<file path="src/cod_pkg.sv">
// Purpose: Shared constants for the clock output divider block.
// Assumes: Registers sit in the low byte of 32-bit classic Wishbone words.
// Notes: Peripheral and subsystem clocks arrive as levels sampled by clk_i.
package cod_pkg;
  localparam int ADR_W = 16;
  localparam logic [ADR_W-1:0] CKS_OFF = 16'hff40;
  localparam logic [ADR_W-1:0] DIR_OFF = 16'hff44;
  localparam logic [ADR_W-1:0] LATCH_OFF = 16'hff48;
  localparam logic [ADR_W-1:0] STAT_OFF = 16'hff4c;
  localparam logic [4:0] CKS_RST = 5'h00;
  localparam logic [7:0] DIR_RST = 8'hff;
  localparam logic [7:0] LATCH_RST = 8'h00;
  localparam int EN_BIT = 4;
  localparam int SEL_MSB = 3;
  localparam int PIN_BIT = 0;
  localparam logic [3:0] SUB_SEL = 4'h8;
  localparam int CNT_W = 7;
endpackage

</file>
<file path="src/cod_divider.sv">
// Purpose: Power-of-two divider and source selector for the clock output.
// Assumes: prs_lvl_i and sub_lvl_i are levels synchronous to clk_i.
// Notes: The counter is held at zero while run_i is low.
`timescale 1ns/1ns
module cod_divider (
  input wire logic clk_i,
  input wire logic rst_i,
  input wire logic run_i,
  input wire logic [cod_pkg::SEL_MSB:0] sel_i,
  input wire logic prs_lvl_i,
  input wire logic sub_lvl_i,
  output logic src_o
);
  import cod_pkg::*;

  typedef struct packed {
    logic prs_d;
    logic [CNT_W-1:0] cnt;
    logic src;
  } cod_div_st_t;

  cod_div_st_t st_reg;
  cod_div_st_t st_next;

  //////////////////////////////////////////////////////////////////////////////
  always_comb begin
    st_next = st_reg;
    st_next.prs_d = prs_lvl_i;
    if (!run_i) begin
      st_next.cnt = '0;
    end else if (prs_lvl_i && !st_reg.prs_d) begin
      st_next.cnt = st_reg.cnt + 7'h01;
    end
    // Bit n-1 of the edge counter has a period of 2^n peripheral cycles.
    if (sel_i == 4'h0) begin
      st_next.src = prs_lvl_i;
    end else if (sel_i <= 4'h7) begin
      st_next.src = st_reg.cnt[sel_i[2:0] - 3'h1];
    end else if (sel_i == SUB_SEL) begin
      st_next.src = sub_lvl_i;
    end else begin
      st_next.src = 1'b0;
    end
  end

  always_ff @(posedge clk_i) begin
    if (rst_i) begin
      st_reg <= '0;
    end else begin
      st_reg <= st_next;
    end
  end

  assign src_o = st_reg.src;

  //////////////////////////////////////////////////////////////////////////////
  a_halt_count: assert property (@(posedge clk_i) disable iff (rst_i)
    !run_i |=> st_reg.cnt == '0)
    else $error("divider counter not held while stopped");

  a_count_step: assert property (@(posedge clk_i) disable iff (rst_i)
    (run_i && prs_lvl_i && !st_reg.prs_d) |=> st_reg.cnt == $past(st_reg.cnt) + 7'h01)
    else $error("divider counter missed a peripheral edge");

  a_sub_route: assert property (@(posedge clk_i) disable iff (rst_i)
    sel_i == SUB_SEL |=> src_o == $past(sub_lvl_i))
    else $error("subsystem clock not routed");

  a_refused_low: assert property (@(posedge clk_i) disable iff (rst_i)
    sel_i > SUB_SEL |=> !src_o)
    else $error("prohibited code produced a clock");
endmodule

</file>
<file path="src/cod_top.sv">
// Purpose: Clock output unit with its select, direction and latch registers.
// Assumes: Classic Wishbone slave, one clock, synchronous active-high reset.
// Notes: The pin ORs the port latch with the gated clock, so the latch must be 0.
//
// Decided for this implementation: the Wishbone register port.
`timescale 1ns/1ns
module cod_top (
  input wire logic clk_i,
  input wire logic rst_i,
  input wire logic wb_cyc_i,
  input wire logic wb_stb_i,
  input wire logic wb_we_i,
  input wire logic [cod_pkg::ADR_W-1:0] wb_adr_i,
  input wire logic [31:0] wb_dat_i,
  input wire logic [3:0] wb_sel_i,
  output logic [31:0] wb_dat_o,
  output logic wb_ack_o,
  input wire logic prs_clk_i,
  input wire logic sub_clk_i,
  input wire logic clock_out_pin_i,
  output logic clock_out_pin_o,
  output logic clock_out_pin_oe_o
);
  import cod_pkg::*;

  typedef struct packed {
    logic [4:0] clock_output_select;
    logic [7:0] dir;
    logic [7:0] latch;
    logic on;
    logic out;
    logic ack;
    logic [31:0] rdat;
  } cod_main_st_t;

  cod_main_st_t st_reg;
  cod_main_st_t st_next;
  logic src;
  logic run;
  logic req;
  logic wr_lo;
  logic clk_out_enable;
  logic [SEL_MSB:0] div_sel;

  //////////////////////////////////////////////////////////////////////////////
  assign clk_out_enable = st_reg.clock_output_select[EN_BIT];
  assign div_sel = st_reg.clock_output_select[SEL_MSB:0];
  // The divider keeps running until the gate has closed on a low phase.
  assign run = clk_out_enable | st_reg.on;
  assign req = wb_cyc_i & wb_stb_i & ~st_reg.ack;
  assign wr_lo = req & wb_we_i & wb_sel_i[0];

  cod_divider u_div (
    .clk_i(clk_i),
    .rst_i(rst_i),
    .run_i(run),
    .sel_i(div_sel),
    .prs_lvl_i(prs_clk_i),
    .sub_lvl_i(sub_clk_i),
    .src_o(src)
  );

  //////////////////////////////////////////////////////////////////////////////
  always_comb begin
    st_next = st_reg;
    // The gate may only change while the selected clock is low.
    if (!src) begin
      st_next.on = clk_out_enable;
    end
    st_next.out = st_reg.on & src;
    st_next.ack = req;
    st_next.rdat = '0;
    if (wr_lo) begin
      case (wb_adr_i)
        CKS_OFF: begin
          st_next.clock_output_select = wb_dat_i[4:0];
        end
        DIR_OFF: begin
          st_next.dir = wb_dat_i[7:0];
        end
        LATCH_OFF: begin
          st_next.latch = wb_dat_i[7:0];
        end
        default: begin
        end
      endcase
    end
    if (req && !wb_we_i) begin
      case (wb_adr_i)
        CKS_OFF: begin
          st_next.rdat = {27'h0, st_reg.clock_output_select};
        end
        DIR_OFF: begin
          st_next.rdat = {24'h0, st_reg.dir};
        end
        LATCH_OFF: begin
          st_next.rdat = {24'h0, st_reg.latch};
        end
        STAT_OFF: begin
          st_next.rdat = {28'h0, clock_out_pin_i, st_reg.out, src, st_reg.on};
        end
        default: begin
          st_next.rdat = '0;
        end
      endcase
    end
  end

  always_ff @(posedge clk_i) begin
    if (rst_i) begin
      st_reg.clock_output_select <= CKS_RST;
      st_reg.dir <= DIR_RST;
      st_reg.latch <= LATCH_RST;
      st_reg.on <= 1'b0;
      st_reg.out <= 1'b0;
      st_reg.ack <= 1'b0;
      st_reg.rdat <= '0;
    end else begin
      st_reg <= st_next;
    end
  end

  //////////////////////////////////////////////////////////////////////////////
  assign wb_dat_o = st_reg.rdat;
  assign wb_ack_o = st_reg.ack;
  assign clock_out_pin_o = st_reg.latch[PIN_BIT] | st_reg.out;
  assign clock_out_pin_oe_o = ~st_reg.dir[PIN_BIT];

  //////////////////////////////////////////////////////////////////////////////
  a_reset_select: assert property (@(posedge clk_i)
    rst_i |=> (st_reg.clock_output_select == CKS_RST) && !st_reg.on)
    else $error("select register not cleared by reset");

  a_reset_dir: assert property (@(posedge clk_i)
    rst_i |=> st_reg.dir == DIR_RST && clock_out_pin_oe_o == 1'b0)
    else $error("direction register not all ones after reset");

  a_stop_low: assert property (@(posedge clk_i) disable iff (rst_i)
    (!clk_out_enable && !st_reg.on) ##1 !st_reg.on |-> !st_reg.out)
    else $error("clock output not low while disabled");

  a_run_drive: assert property (@(posedge clk_i) disable iff (rst_i)
    (st_reg.on && src) |=> st_reg.out)
    else $error("selected clock not driven while enabled");

  a_start_low: assert property (@(posedge clk_i) disable iff (rst_i)
    $rose(st_reg.on) |-> !$past(src) && !st_reg.out)
    else $error("output gate opened during a high phase");

  a_stop_after_high: assert property (@(posedge clk_i) disable iff (rst_i)
    $fell(st_reg.on) |-> !$past(src) && !$past(clk_out_enable))
    else $error("output gate closed during a high phase");

  a_byte_write: assert property (@(posedge clk_i) disable iff (rst_i)
    (wr_lo && wb_adr_i == CKS_OFF) |=> st_reg.clock_output_select == $past(wb_dat_i[4:0]) && wb_ack_o)
    else $error("select register write lost");

  a_upper_zero: assert property (@(posedge clk_i) disable iff (rst_i)
    (req && !wb_we_i && wb_adr_i == CKS_OFF) |=> wb_dat_o[31:5] == '0
      && wb_dat_o[4:0] == $past(st_reg.clock_output_select))
    else $error("select register upper bits not zero");

  a_ack_once: assert property (@(posedge clk_i) disable iff (rst_i)
    wb_ack_o |=> !wb_ack_o)
    else $error("acknowledge held for more than one cycle");

  a_ack_answer: assert property (@(posedge clk_i) disable iff (rst_i)
    req |=> wb_ack_o)
    else $error("bus request not acknowledged in one cycle");

  a_data_idle: assert property (@(posedge clk_i) disable iff (rst_i)
    !wb_ack_o |-> wb_dat_o == '0)
    else $error("read data not zero outside acknowledge");

  a_lane_ignore: assert property (@(posedge clk_i) disable iff (rst_i)
    (req && wb_we_i && !wb_sel_i[0]) |=> $stable(st_reg.clock_output_select))
    else $error("write without low byte lane changed the select register");

  a_pin_quiet: assert property (@(posedge clk_i) disable iff (rst_i)
    (!clk_out_enable && !st_reg.on && !st_reg.latch[PIN_BIT] && !wr_lo)
      |=> !clock_out_pin_o)
    else $error("clock output pin not low while stopped");

  a_gate_steady: assert property (@(posedge clk_i) disable iff (rst_i)
    src |=> st_reg.on == $past(st_reg.on))
    else $error("output gate changed during a high phase");
endmodule

</file>
<file path="config.mk">
export PLATFORM = sky130hd
export DESIGN_NAME = cod_top
export DESIGN_NICKNAME = d
export VERILOG_FILES = /design/src/cod_pkg.sv /design/src/cod_divider.sv /design/src/cod_top.sv
export SDC_FILE = /design/constraint.sdc
export NUM_CORES = 1
export LEC_CHECK = 0
export ABC_AREA = 1
export BUFFER_PORTS_ARGS = -buffer_cell sky130_fd_sc_hd__buf_2
export CAP_MARGIN = 0
export CORE_UTILIZATION = 43
export DETAILED_ROUTE_END_ITERATION = 10
export PLACE_DENSITY_LB_ADDON = 0.3
export RECOVER_POWER = 100
export REMOVE_ABC_BUFFERS = 1
export SLEW_MARGIN = 5
export SYNTH_ARGS = -nofsm -noshare
export SYNTH_HDL_FRONTEND = slang
export SYNTH_SLANG_ARGS = --single-unit
</file>
<file path="constraint.sdc">
create_clock -name clk_i -period 1.35 [get_ports clk_i]
set_input_delay 0.0675 -clock clk_i [delete_from_list [all_inputs] [get_ports clk_i]]
set_output_delay 0.0675 -clock clk_i [all_outputs]
set_load 0.05 [all_outputs]
</file>
==> Word-level counts from Yosys, hierarchy flattened <==
Index checks and enable logic that the tools add are counted.
{ "totals": {"ff_bits": 65, "inputBits": 60, "out_inout_bits": 35, "elab_cells": 46} }
{ "op_classes": {"add_sub_neg": 2, "n_lt_le_gt_ge": 2, "eq_ne": 5, "n_mux": 6, "n_bitwise": 11, "n_reduce_logical": 10} }
{ "op_table": {"columns": ["cell", "count"], "rows": [
  ["$eq A16 B16 Y1 const B", 4],
  ["$pmux W8 S4", 1],
  ["$add A7 B1 Y7 const B", 1],
  ["$reduce_and A2 Y1", 3],
  ["$and A1 B1 Y1", 5],
  ["$eq A4 B4 Y1 const B", 1],
  ["$le A4 B3 Y1 const B", 1],
  ["$logic_not A4 Y1", 1],
  ["$lt A3 B4 Y1 const B", 1],
  ["$mux W1", 4],
  ["$not A1 Y1", 4],
  ["$reduce_or A2 Y1", 2],
  ["$bmux W1 S3", 1],
  ["$sub A3 B1 Y3 const B", 1],
  ["$logic_and A1 B1 Y1", 2],
  ["$logic_not A1 Y1", 2],
  ["$or A1 B1 Y1", 2]
]} }

==> Longest topological paths before layout <==
Gate-level depths: netlist of the first run.
{ "logic_depth": {"word_depth": 5, "ltp_mapped": 10, "ltp_nobuf": 9} }

==> Cells and area by module <==
A second synthesis of the first run with hierarchy kept.
{ "hier_totals": {"cells_unflattened": 337, "hier_area_um2": 2394.8} }
{ "by_module_without_submodules": {"columns": ["mod", "n_inst", "cells_per_inst", "area_each_um2", "seq_area_each_um2"], "rows": [
  ["cod_top", 1, 255, 1865.5, 640.6],
  ["cod_divider", 1, 82, 529.3, 180.2]
]} }

==> Least setup slack after synthesis of the first run <==
Ideal clock, no wire load.
{ "synth_timing": {"path_type": "register -> register", "startpoint": "register st_reg (netlist bit wb_ack_o)", "endpoint": "register st_reg[39] (netlist name)", "setup_time_ns": 0.132, "arrival_ns": 1.284, "required_time_ns": 1.218, "path_slack_ns": -0.066, "stages_incl_launch_ff": 8, "path_buffers": 1, "synth_period_minus_slack_ns": 1.416, "cell_sequence": "dfxtp_1 > nor2_2 > nand2_2 > nor2_2 > buf_6 > nand2_1 > nand2_1 > a21oi_1"} }
{ "synth_via": {"elab_chain_cells": 5} }
{ "synth_lines": {"columns": ["element", "line_no", "rtl"], "rows": [
  ["from (decl)", "cod_top.sv:36", "cod_main_st_t st_reg;"],
  ["from (signal assigned)", "cod_top.sv:119", "st_reg <= st_next;"],
  ["$not A1 Y1", "cod_top.sv:50", "assign req = wb_cyc_i & wb_stb_i & ~st_reg.ack;"],
  ["$and A1 B1 Y1", "cod_top.sv:50", null],
  ["$and A1 B1 Y1 (2 in a row)", "cod_top.sv:51", "assign wr_lo = req & wb_we_i & wb_sel_i[0];"],
  ["$reduce_and A2 Y1 (no line)", null, null]
]} }
Every way passes these cells.
A chain may end at the register's enable or synchronous reset.

==> Final worst setup path of the first run <==
{ "layout_timing": {"startpoint": "register u_div.st_reg[2] (netlist name)", "endpoint": "register u_div.st_reg[7] (netlist name)"} }
{ "layout_via": {"elab_chain_cells": 1} }
{ "layout_lines": {"columns": ["element", "line_no", "rtl"], "rows": [
  ["from (decl)", "cod_divider.sv:22", "cod_div_st_t st_reg;"],
  ["from (signal assigned)", "cod_divider.sv:50", "st_reg <= st_next;"],
  ["$add A7 B1 Y7", "cod_divider.sv:32", "st_next.cnt = st_reg.cnt + 7'h01;"]
]} }
Every way passes these cells.

==> results by group, run 1 <==
Outcome
  • Outcome: completed

Critical path
  • Worst setup SP type: flip-flop
  • Worst path max stage delay: 0.37 ns
  • Critical path type: flip-flop to flip-flop
  • Slowest stage cell, crit path: dfxtp_2
  • Cells along the critical path: ha_1 -> nand3_1 -> nor2_2 -> nand2_1 -> nor2_1 -> nor3_1
  • R2R depth: 6
  • R2R Path Start: u_div.st_reg[2]
  • Critical path data required time: about 1.5 ns
  • Reg2Reg Setup Slack: 0.11 ns
  • Arrival @ worst endpoint: roughly 1.4 ns
  • Delay-heaviest family, CP: simple AND/OR/NAND/NOR gates
  • RR Endpoint: u_div.st_reg[7]
  • CP bufs+invs: 0
  • Worst Setup End Kind: flip-flop
  • Max FO, Critical Path: 4

Power and ir drop
  • Clk pwr share: ~44%
  • LEAKAGE: ~1.2 nW
  • Combinational power share: 11.0%
  • Sw frac: about a quarter
  • Worst vdd ir: about 0.00056 V
  • Int Power: slightly above 2 mW
  • Share of power burned in registers: 45.0%
  • Switching power: around 0.68 mW
  • P per Cell Area: approximately 1000 mW/mm^2

Logic synthesis
  • Largest family of logic cells by synthesized area: simple AND/OR/NAND/NOR gates
  • Post-synthesis adder-cell area fraction: 1.09%
  • Commonest cells in the synthesized netlist: nand2_1 (79), dfxtp_1 (41), nand3_1 (41)
  • Seq/Total Area, Yosys: between 30% and 40%
  • Synth warn: 0
  • Async SR Flop Fraction: 0%
  • Post-synthesis compound-gate area fraction: about 6.7%
  • Post-synthesis simple-gate area fraction: roughly 40%
  • Post-synthesis register bit count: 41
  • Mapped Cells: between 300 and 400
  • Syn Area/Cell: ~7 sq um
  • Cell taking the most area after synthesis: dfxtp_1
  • Post-synthesis mux area share: 0%
  • XOR/XNOR Fraction of Synth Area: 0%
  • Synth top area share: about 36%
  • Leading cell type by number of instances after synthesis: nand2_1
  • Largest cells by area after synthesis: dfxtp_1 (36%), nand2_1 (13%), buf_4 (10%)
  • Cell area after synthesis: roughly 0.0023 sq mm
  • Library cells used by synthesis: 30
  • Number of synthesized flops with an enable pin: 0
  • Synth Flop Type: dfxtp_1

Cells and area
  • Final core utilization: around half
  • Max reg flops: 18
  • Layout cells sized above 1: between 20% and 30%
  • Antenna cells: 0
  • Final nets: approximately 430
  • Layout area overhead: 14.1%
  • Storage cell area: roughly 830 sq um
  • Area of the multi-input gates: approximately 0.0012 sq mm
  • Fill count: about 530

Placement
  • Port buffer count: 43
  • DP Wirelength: around 3.5 mm
  • Post-place setup slack: ~0.035 ns
  • Routability cong.: just under 0.8

STA
  • Final Hold Vio Count: 0
  • Pins Over Slew Limit: 0
  • Fmax: ~800 MHz
  • Tightest Pin Transition: between 0.5 and 0.6 ns
  • Final WS setup: ~0.11 ns
  • Final min period: 1.24 ns
  • Setup Skew: 0.00926 ns
  • RSZ-0062 raised after global routing: false
  • Hold WS: 0.0254 ns
  • Tcrit/Tclk final: between 90% and 100%
  • Rel. slew slack: around three fifths
  • Post-Route Setup TNS: 0 ns
  • Setup-failing EPs final: 0

Clocking
  • TritonCTS clock tree: built
  • TritonCTS Buffers: 5
  • Clk_lat worst skew: a little under 0.3 ns
  • CTS Root Cell: clkbuf_8
  • Num Clock Sinks: between 40 and 50
  • CTS Buffer Depth: 2
  • H-Tree Depth: 2
  • Clock slew at reported path FFs: approximately 0.090 ns

Floorplanning
  • Overall die height: between 70 and 80 microns
  • Initial core utilization: between 40% and 50%
  • IO Count: 95
  • # rows: 26
  • Die Wd: about 75 microns
  • Die area: 0.00562 sq mm
  • Core ar.: between 0.005 and 0.006 sq mm

Route
  • Routed WL per cell: between 10 and 15 microns
  • Pre-Repair DR Iteration Count: 4
  • Final antenna-violating net count: 0
  • Iteration-0 DRC Markers: approximately 110
  • Drt total wl: 4.86 mm
  • Via count: roughly 2000
  • Residual DRC: 0
  • Vias per std cell: ~4.6

Hold path
  • Hold endpoint: st_reg[46]
  • Hold depth: 3
  • Hold WC Path Type: input pin to flip-flop
  • Hold_sp: wb_dat_i[3]

GRT
  • First-pass GRT wire length: 7.71 mm
  • Number of global-route vias before repair: 1720
  • Largest net degree at the start of global routing: 25
  • Initial antenna violation count: 0
  • Overall routing resource usage: a little under a fifth
  • GRT Residual Overflow: 0

Job
  • Max Cap Viol: 0
what timing repair did:
| action | 4_1_cts | 5_1_grt |
|---|---|---|
| resized for setup | 0 | 11 |
| setup buffers | 0 | 1 |
| endpoints found under the hold margin | 3 | 0 |
| hold buffers | 3 | 0 |
| endpoints found under the setup margin | 0 | 9 |
per-stage QoR:
| step | power (mW) | std cells | cell area (sq um) |
|---|---|---|---|
| after floorplan | 1.45 | 307 | 2080 |
| after global placement | 1.53 | 426 | 2430 |
| after detailed placement | 1.54 | 426 | 2430 |
| after CTS | 2.72 | 437 | 2600 |
| after global routing | 2.80 | 438 | 2610 |
| final | 2.70 | 438 | 2610 |
cell families (layout without fill, tap and decap cells):
| group | count (synthesis) | after routing |
|---|---|---|
| adder cells (fa/ha/maj) | 2 | 2 |
| buffers and inverters | 63 | 86 |
| AO/OA/AOI/OAI | 29 | 29 |
| flip-flops | 41 | 41 |
| AND/OR/NAND/NOR | 186 | 186 |
| other | 1 | 24 |
power groups by stage:
stage | combinational (mW) | clock, mW | sequential (mW)
finish | 0.297 | 1.19 | 1.22
global route | 0.321 | 1.26 | 1.22
CTS | 0.299 | 1.20 | 1.22
detailed placement | 0.291 | 0 | 1.24
global placement | 0.289 | 0 | 1.24
floorplan | 0.199 | 0 | 1.25
worst max path at each step:
stage	start	end	depth (start not counted)
2_1_floorplan	wb_ack_o	st_reg[35]	6
5_1_grt	wb_ack_o	div_sel[0]	8
3_3_place_gp	div_sel[1]	u_div.src_o	7
6_report	u_div.st_reg[2]	u_div.st_reg[7]	6
4_1_cts	div_sel[0]	u_div.src_o	7
3_5_place_dp	u_div.st_reg[2]	u_div.st_reg[7]	6
cell usage in the layout (no fill, tap or decap), types with 2 or more instances in the layout:
| master | n |
|---|---|
| a21oi_1 | 20 |
| buf_2 | 31 |
| buf_4 | 6 |
| bufinv_16 | 2 |
| clkbuf_1 | 11 |
| clkbuf_2 | 2 |
| clkbuf_8 | 5 |
| conb_1 | 24 |
| dfxtp_1 | 37 |
| dfxtp_2 | 4 |
| dlygate4sd3_1 | 3 |
| inv_1 | 18 |
| inv_2 | 3 |
| inv_4 | 2 |
| nand2_1 | 80 |
| nand2_2 | 6 |
| nand3_1 | 41 |
| nand3_4 | 2 |
| nor2_1 | 33 |
| nor2_2 | 10 |
| nor2_4 | 3 |
| nor2_8 | 2 |
| nor3_1 | 4 |
| nor3b_1 | 2 |
| o21ai_0 | 4 |
| o21ai_1 | 2 |
worst reg2reg max path, stage by stage, from the launching register on:
cell	delay, ns
dfxtp_2	0.37
ha_1	0.20
nand3_1	0.14
nor2_2	0.18
nand2_1	0.08
nor2_1	0.09
nor3_1	0.06
cell type report:
class | instances | share of cell area [%]
clock inverters | 3 | 2.63
repair buffers | 53 | 10.8
well taps | 70 | 3.35
flip-flops and latches | 41 | 31.6
multi-input cells | 241 | 45.0
clock buffers | 5 | 2.63
inverters | 25 | 3.97
metal layers:
metal | share of wire, % | routed length, microns | vias up | GRT usage [%]
met3 | 4.5 | 221 | 7 | 3.61
met4 | 1.5 | 72 | 0 | 5.87
li1 | - | - | 1060 | -
met5 | 0 | 0 | - | 0
met1 | 48 | 2310 | 902 | 23.0
met2 | 46 | 2260 | 57 | 30.6
(Power assumes the default switching activity.)
==> run 2, diff against run 1 <==
==> constraint.sdc (replaced) <==
create_clock -name clk_i -period 1.35 [get_ports clk_i]
set_input_delay 0.27 -clock clk_i [delete_from_list [all_inputs] [get_ports clk_i]]
set_output_delay 0.27 -clock clk_i [all_outputs]
set_load 0.05 [all_outputs]
==> results by group, run 2 (same netlist as run 1, synthesis figures left out) <==
Power and ir drop
  • LEAKAGE: 1.22 nW
  • Int Power: approximately 1.8 mW
  • Worst vdd ir: about 0.00043 V
  • Combinational power share: about an eighth
  • Clk pwr share: between 40% and 50%
  • Share of power burned in registers: between 40% and 50%
  • Power after layout: roughly 2.5 mW
  • Switching power: around 0.70 mW
  • P per Cell Area: 966 mW/mm^2
  • Sw frac: between 20% and 30%

Critical path
  • Critical path data required time: approximately 1.1 ns
  • CP bufs+invs: 1
  • Critical Path End: clock_out_pin_o
  • Critical path type: flip-flop to output port
  • Arrival @ worst endpoint: between 1 and 1.5 ns
  • Delay-heaviest family, CP: flip-flops
  • R2R depth: 6
  • Worst setup SP type: flip-flop
  • RR Endpoint: u_div.st_reg[7]
  • Reg2Reg Setup Slack: approximately 0.14 ns
  • Cells along the critical path: or2_4 -> buf_6
  • R2R Path Start: u_div.st_reg[2]
  • Slowest stage cell, crit path: dfxtp_2
  • Setup crit start: st_reg[35]
  • WP depth: 2
  • Max FO, Critical Path: 2
  • Worst path max stage delay: between 0.3 and 0.4 ns
  • Worst Setup End Kind: output port

Clocking
  • CTS Buffer Depth: 2
  • CTS Root Cell: clkbuf_8
  • H-Tree Depth: 2
  • TritonCTS clock tree: built
  • Clock slew at reported path FFs: about 0.080 ns
  • Clk_lat worst skew: 0.30 ns
  • Num Clock Sinks: 41
  • TritonCTS Buffers: 5

Cells and area
  • Layout cells sized above 1: between 20% and 30%
  • Layout area overhead: 14.0%
  • Final core utilization: 51.2%
  • Max reg flops: 18
  • Finished Cell Area: around 0.0026 sq mm
  • Commonest non-fill, non-tap cell in the layout: nand2_1
  • Final nets: ~430
  • Antenna cells: 0
  • Most frequent cells in the layout: nand2_1 (78), nand3_1 (41), buf_2 (41), dfxtp_1 (40), nor2_1 (33)

GRT
  • First-pass GRT wire length: between 7 and 8 mm
  • Overall routing resource usage: a little under a fifth
  • GRT Residual Overflow: 0
  • Initial antenna violation count: 0
  • Number of global-route vias before repair: between 1500 and 2000
  • Largest net degree at the start of global routing: 25

STA
  • Tcrit/Tclk final: a little over nine tenths
  • Setup-failing EPs final: 0
  • Tightest Pin Transition: 0.519 ns
  • Setup Skew: roughly 0.0070 ns
  • Final min period: 1.29 ns
  • Rel. slew slack: around 65%
  • Pins Over Slew Limit: 0
  • Post-Route Setup TNS: 0 ns
  • Fmax: around 780 MHz
  • RSZ-0062 raised after global routing: false
  • Final Hold Vio Count: 0

Route
  • Via count: around 2000
  • Drt total wl: ~4.8 mm
  • Iteration-0 DRC Markers: between 100 and 150
  • Residual DRC: 0
  • Final antenna-violating net count: 0
  • Pre-Repair DR Iteration Count: 4
  • Vias per std cell: between 4 and 5
  • Routed WL per cell: between 10 and 15 microns

Floorplanning
  • Core ar.: between 0.005 and 0.006 sq mm
  • Overall die height: 75.0 microns
  • Die area: 0.00562 sq mm
  • IO Count: between 90 and 100
  • Initial core utilization: between 40% and 50%
  • # rows: 26
  • Die Wd: about 75 microns

Placement
  • Port buffer count: 43
  • Post-Place Cell Area: roughly 0.0024 sq mm
  • DP Wirelength: 3.47 mm
  • Routability cong.: a little under 0.8

Hold path
  • Hold_sp: wb_dat_i[6]
  • Hold WC Path Type: input pin to flip-flop

Outcome
  • Outcome: completed

Job
  • Max Cap Viol: 0
-- run 2: cell types whose count changed in the layout (fill, tap and decap cells not counted), moves of 2 or more --
cell	delta
dfxtp_2	-3
dlygate4sd3_1	-3
nand2_2	+2
nand2_1	-2
dfxtp_1	+3
clkbuf_1	-9
clkbuf_2	-2
buf_2	+10
-- run 2: layout make-up --
type                            instances  area [sq um]
Fill cell                             527          2490
Clock inverter                          3          46.3
Clock buffer                            5          68.8
Inverter                               25           104
Multi-Input combinational cell        241          1190
Sequential cell                        41           822
Tap cell                               70          87.6
Timing Repair Buffer                   51           289
-- run 2: stage by stage --
stage | hold WS, ns | worst slack (ns) | instances
2_1_floorplan | 0.339 | -0.197 | 307
3_3_place_gp | 0.448 | -0.0313 | 426
3_5_place_dp | 0.453 | -0.0619 | 426
4_1_cts | 0.186 | 0.0406 | 435
5_1_grt | 0.197 | 0.00334 | 436
6_report | 0.193 | 0.0616 | 436
-- run 2: worst min path at each step --
| stage | end | depth (start not counted) | slack, ns |
|---|---|---|---|
| 5_1_grt | st_reg[50] | 3 | 0.20 |
| 3_5_place_dp | st_reg[39] | 2 | 0.45 |
| 3_3_place_gp | st_reg[40] | 2 | 0.45 |
| 4_1_cts | st_reg[49] | 3 | 0.19 |
| 6_report | st_reg[49] | 3 | 0.19 |
| 2_1_floorplan | clk_out_enable | 1 | 0.34 |
-- run 2: per-layer routing --
metal / GRT usage [%] / share of wire, % / vias to the layer above / wire length (microns)
li1: - / - / 1054 / -
met1: 23.2 / 47 / 891 / 2250
met2: 30.1 / 46 / 61 / 2190
met3: 4.02 / 5.3 / 8 / 250
met4: 6.29 / 1.4 / 0 / 65
met5: 0 / 0 / - / 0
-- run 2: worst min-delay path, stage by stage --
cell and delay [ns]:
buf_2 0.09, nand2_1 0.05, nand3_1 0.06
-- run 2: timing repair --
action | CTS | global route
buffers inserted | 1 | 1
hold buffers | 0 | 0
pin swaps | 0 | 0
gates resized for setup | 5 | 8
setup endpoints to repair | 1 | 18
-- run 2: power groups by stage --
stage                     sequential [mW]  clock [mW]  combinational, mW
after global placement               1.24           0              0.291
after floorplan                      1.25           0              0.199
after detailed placement             1.24           0              0.294
after global routing                 1.22        1.08              0.321
after CTS                            1.22        1.04              0.295
final                                1.22        1.01              0.297
==> run 3, diff against run 2 <==
Settings changed: CORE_UTILIZATION 43 to 44, GPL_TIMING_DRIVEN set to 0, SYNTH_HIERARCHICAL set to 1.
==> results by group, run 3 <==
Cells and area
  • Layout cells sized above 1: between 20% and 30%
  • Antenna cells: 0
  • Commonest non-fill, non-tap cell in the layout: nand2_1
  • Most frequent cells in the layout: nand2_1 (85), nor2_1 (41), nand3_1 (40), dfxtp_1 (39), buf_2 (32)
  • Layout area overhead: 11.0%
  • Max reg flops: 18
  • Final nets: 443
  • Finished Cell Area: 0.00266 sq mm

Route
  • Pre-Repair DR Iteration Count: 4
  • Drt total wl: around 4.8 mm
  • Residual DRC: 0
  • Routed WL per cell: 10.6 microns
  • Final antenna-violating net count: 0
  • Uppermost layer routed: met4
  • DR WL met2: between 2 and 2.5 mm
  • Wire length on met3: a little over 300 microns
  • Iteration-0 DRC Markers: about 140
  • Vias per std cell: about 4.7
  • Via count: ~2100
  • Post-Route M1 WL: roughly 2.2 mm

Logic synthesis
  • Synth top area share: about a third
  • Library cells used by synthesis: 28
  • Synth Flop Type: dfxtp_1
  • Commonest cells in the synthesized netlist: nand2_1 (86), dfxtp_1 (41), nand3_1 (39)
  • Largest cells by area after synthesis: dfxtp_1 (34%), nand2_1 (13%), buf_4 (10%)
  • Mapped Cells: between 300 and 400
  • Post-synthesis register bit count: roughly 40
  • Synth warn: 6
  • Async SR Flop Fraction: 0%
  • Number of synthesized flops with an enable pin: 0
  • Cell area after synthesis: approximately 0.0024 sq mm
  • Seq/Total Area, Yosys: 34.3%
  • Syn Area/Cell: about 7.1 sq um
  • Leading cell type by number of instances after synthesis: nand2_1
  • Cell taking the most area after synthesis: dfxtp_1

Floorplanning
  • Core ar.: approximately 0.0052 sq mm
  • Die Wd: 75.8 microns
  • IO Count: 95
  • Overall die height: approximately 76 microns
  • Initial core utilization: ~46%
  • # rows: 26
  • Die area: 0.00574 sq mm

Critical path
  • Reg2Reg Setup Slack: approximately 0.090 ns
  • Critical path type: flip-flop to output port
  • RR Endpoint: div_sel[1]
  • Worst Setup End Kind: output port
  • R2R depth: 8
  • Worst setup SP type: flip-flop
  • Setup crit start: st_reg[35]
  • Max FO, Critical Path: 3
  • Arrival @ worst endpoint: ~1.0 ns
  • R2R Path Start: wb_ack_o
  • Critical path data required time: ~1.1 ns

STA
  • Setup Skew: about 0.0051 ns
  • Final Hold Vio Count: 0
  • Tcrit/Tclk final: 95.3%
  • Setup-failing EPs final: 0
  • Pins Over Slew Limit: 0
  • RSZ-0062 raised after global routing: false
  • Final min period: about 1.3 ns
  • Final WS setup: approximately 0.063 ns
  • Hold WS: 0.198 ns
  • Fmax: roughly 780 MHz

Power and ir drop
  • P per Cell Area: approximately 870 mW/mm^2
  • Worst vdd ir: ~0.00042 V
  • Power after layout: about 2.3 mW
  • LEAKAGE: roughly 1.3 nW

Clocking
  • Clk_lat worst skew: roughly 0.29 ns
  • Num Clock Sinks: just over 40
  • TritonCTS Buffers: 5
  • CTS Buffer Depth: 2
  • CTS hold repair buffers: 0
  • TritonCTS clock tree: built
  • Clock slew at reported path FFs: 0.07 ns
  • CTS Root Cell: clkbuf_8
  • H-Tree Depth: 2

GRT
  • GRT Residual Overflow: 0
  • Number of global-route vias before repair: between 1500 and 2000
  • Overall routing resource usage: 16.8%
  • First-pass GRT wire length: 7.36 mm
  • Largest net degree at the start of global routing: 23
  • Initial antenna violation count: 0

Hold path
  • Hold depth: 3
  • Hold endpoint: st_reg[50]
  • Hold_sp: wb_dat_i[7]
  • Hold WC Path Type: input pin to flip-flop

Job
  • Max Cap Viol: 0

Placement
  • Port buffer count: 43
  • DP Wirelength: 3.45 mm
  • Post-Place Cell Area: about 0.0025 sq mm
  • Post-place setup slack: -0.421 ns
  • Routability cong.: 0.838

Outcome
  • Outcome: completed
-- run 3: changes by cell type in the layout (fill, tap and decap cells not counted), moves of 6 or more --
cell and delta:
clkbuf_2 +10, buf_2 -9, inv_1 +8, nor2_1 +8, nand2_1 +7, a21oi_1 -6
-- run 3: cells by family after synthesis --
logic type	after synthesis	share of synthesized area (%)
and+or+nand+nor	199	40.9
other	1	0.157
adders and majority gates	2	1.04
DFF	41	34.3
buffers and inverters	70	17.7
AOI/OAI and AO/OA	24	5.90
-- run 3: timing repair --
item,CTS,global route
gates resized for setup,7,5
endpoints found under the setup margin,22,22
gates cloned,0,1
pin swaps,1,1
buffers inserted,4,4
-- run 3: area by class of cell --
cell class | count | area [sq um]
fillers | 524 | 2510
well taps | 70 | 87.6
clock buffers | 7 | 86.3
inverters | 32 | 130
flip-flops and latches | 41 | 823
repair buffers | 51 | 294
multi-input cells | 250 | 1240
-- run 3: how the worst max path moves through the flow --
stage / endpoint
final: clock_out_pin_o
after global routing: div_sel[1]
after CTS: div_sel[1]
after detailed placement: st_reg[38]
after global placement: st_reg[40]
after floorplan: st_reg[35]
-- run 3: per-stage QoR --
step	TNS, ns	util (%)	cells
5_1_grt	0	51.4	451
6_report	0	51.4	451
2_1_floorplan	-3.69	-	322
3_3_place_gp	-7.16	48.1	435
3_5_place_dp	-7.33	48.1	435
4_1_cts	0	51.0	446
-- run 3: layer usage --
layer	GRT usage, %	vias up
met1	21.4	951
met5	0	-
met3	3.57	7
li1	-	1086
met4	4.32	0
met2	28.9	83
-- run 3: report_power, final --
group / internal [mW] / total [mW] / leakage, nW / switching (mW)
Sequential: 1.21 / 1.22 / 0.332 / 0.00350
Combinational: 0.0583 / 0.292 / 0.881 / 0.234
Clock: 0.406 / 0.798 / 0.0443 / 0.393
Total: 1.68 / 2.31 / 1.26 / 0.630
-- run 3: worst max-delay path, stage by stage, from the launching register on --
cell,delay [ns]
dfxtp_2,0.33
or2_4,0.24
buf_6,0.15
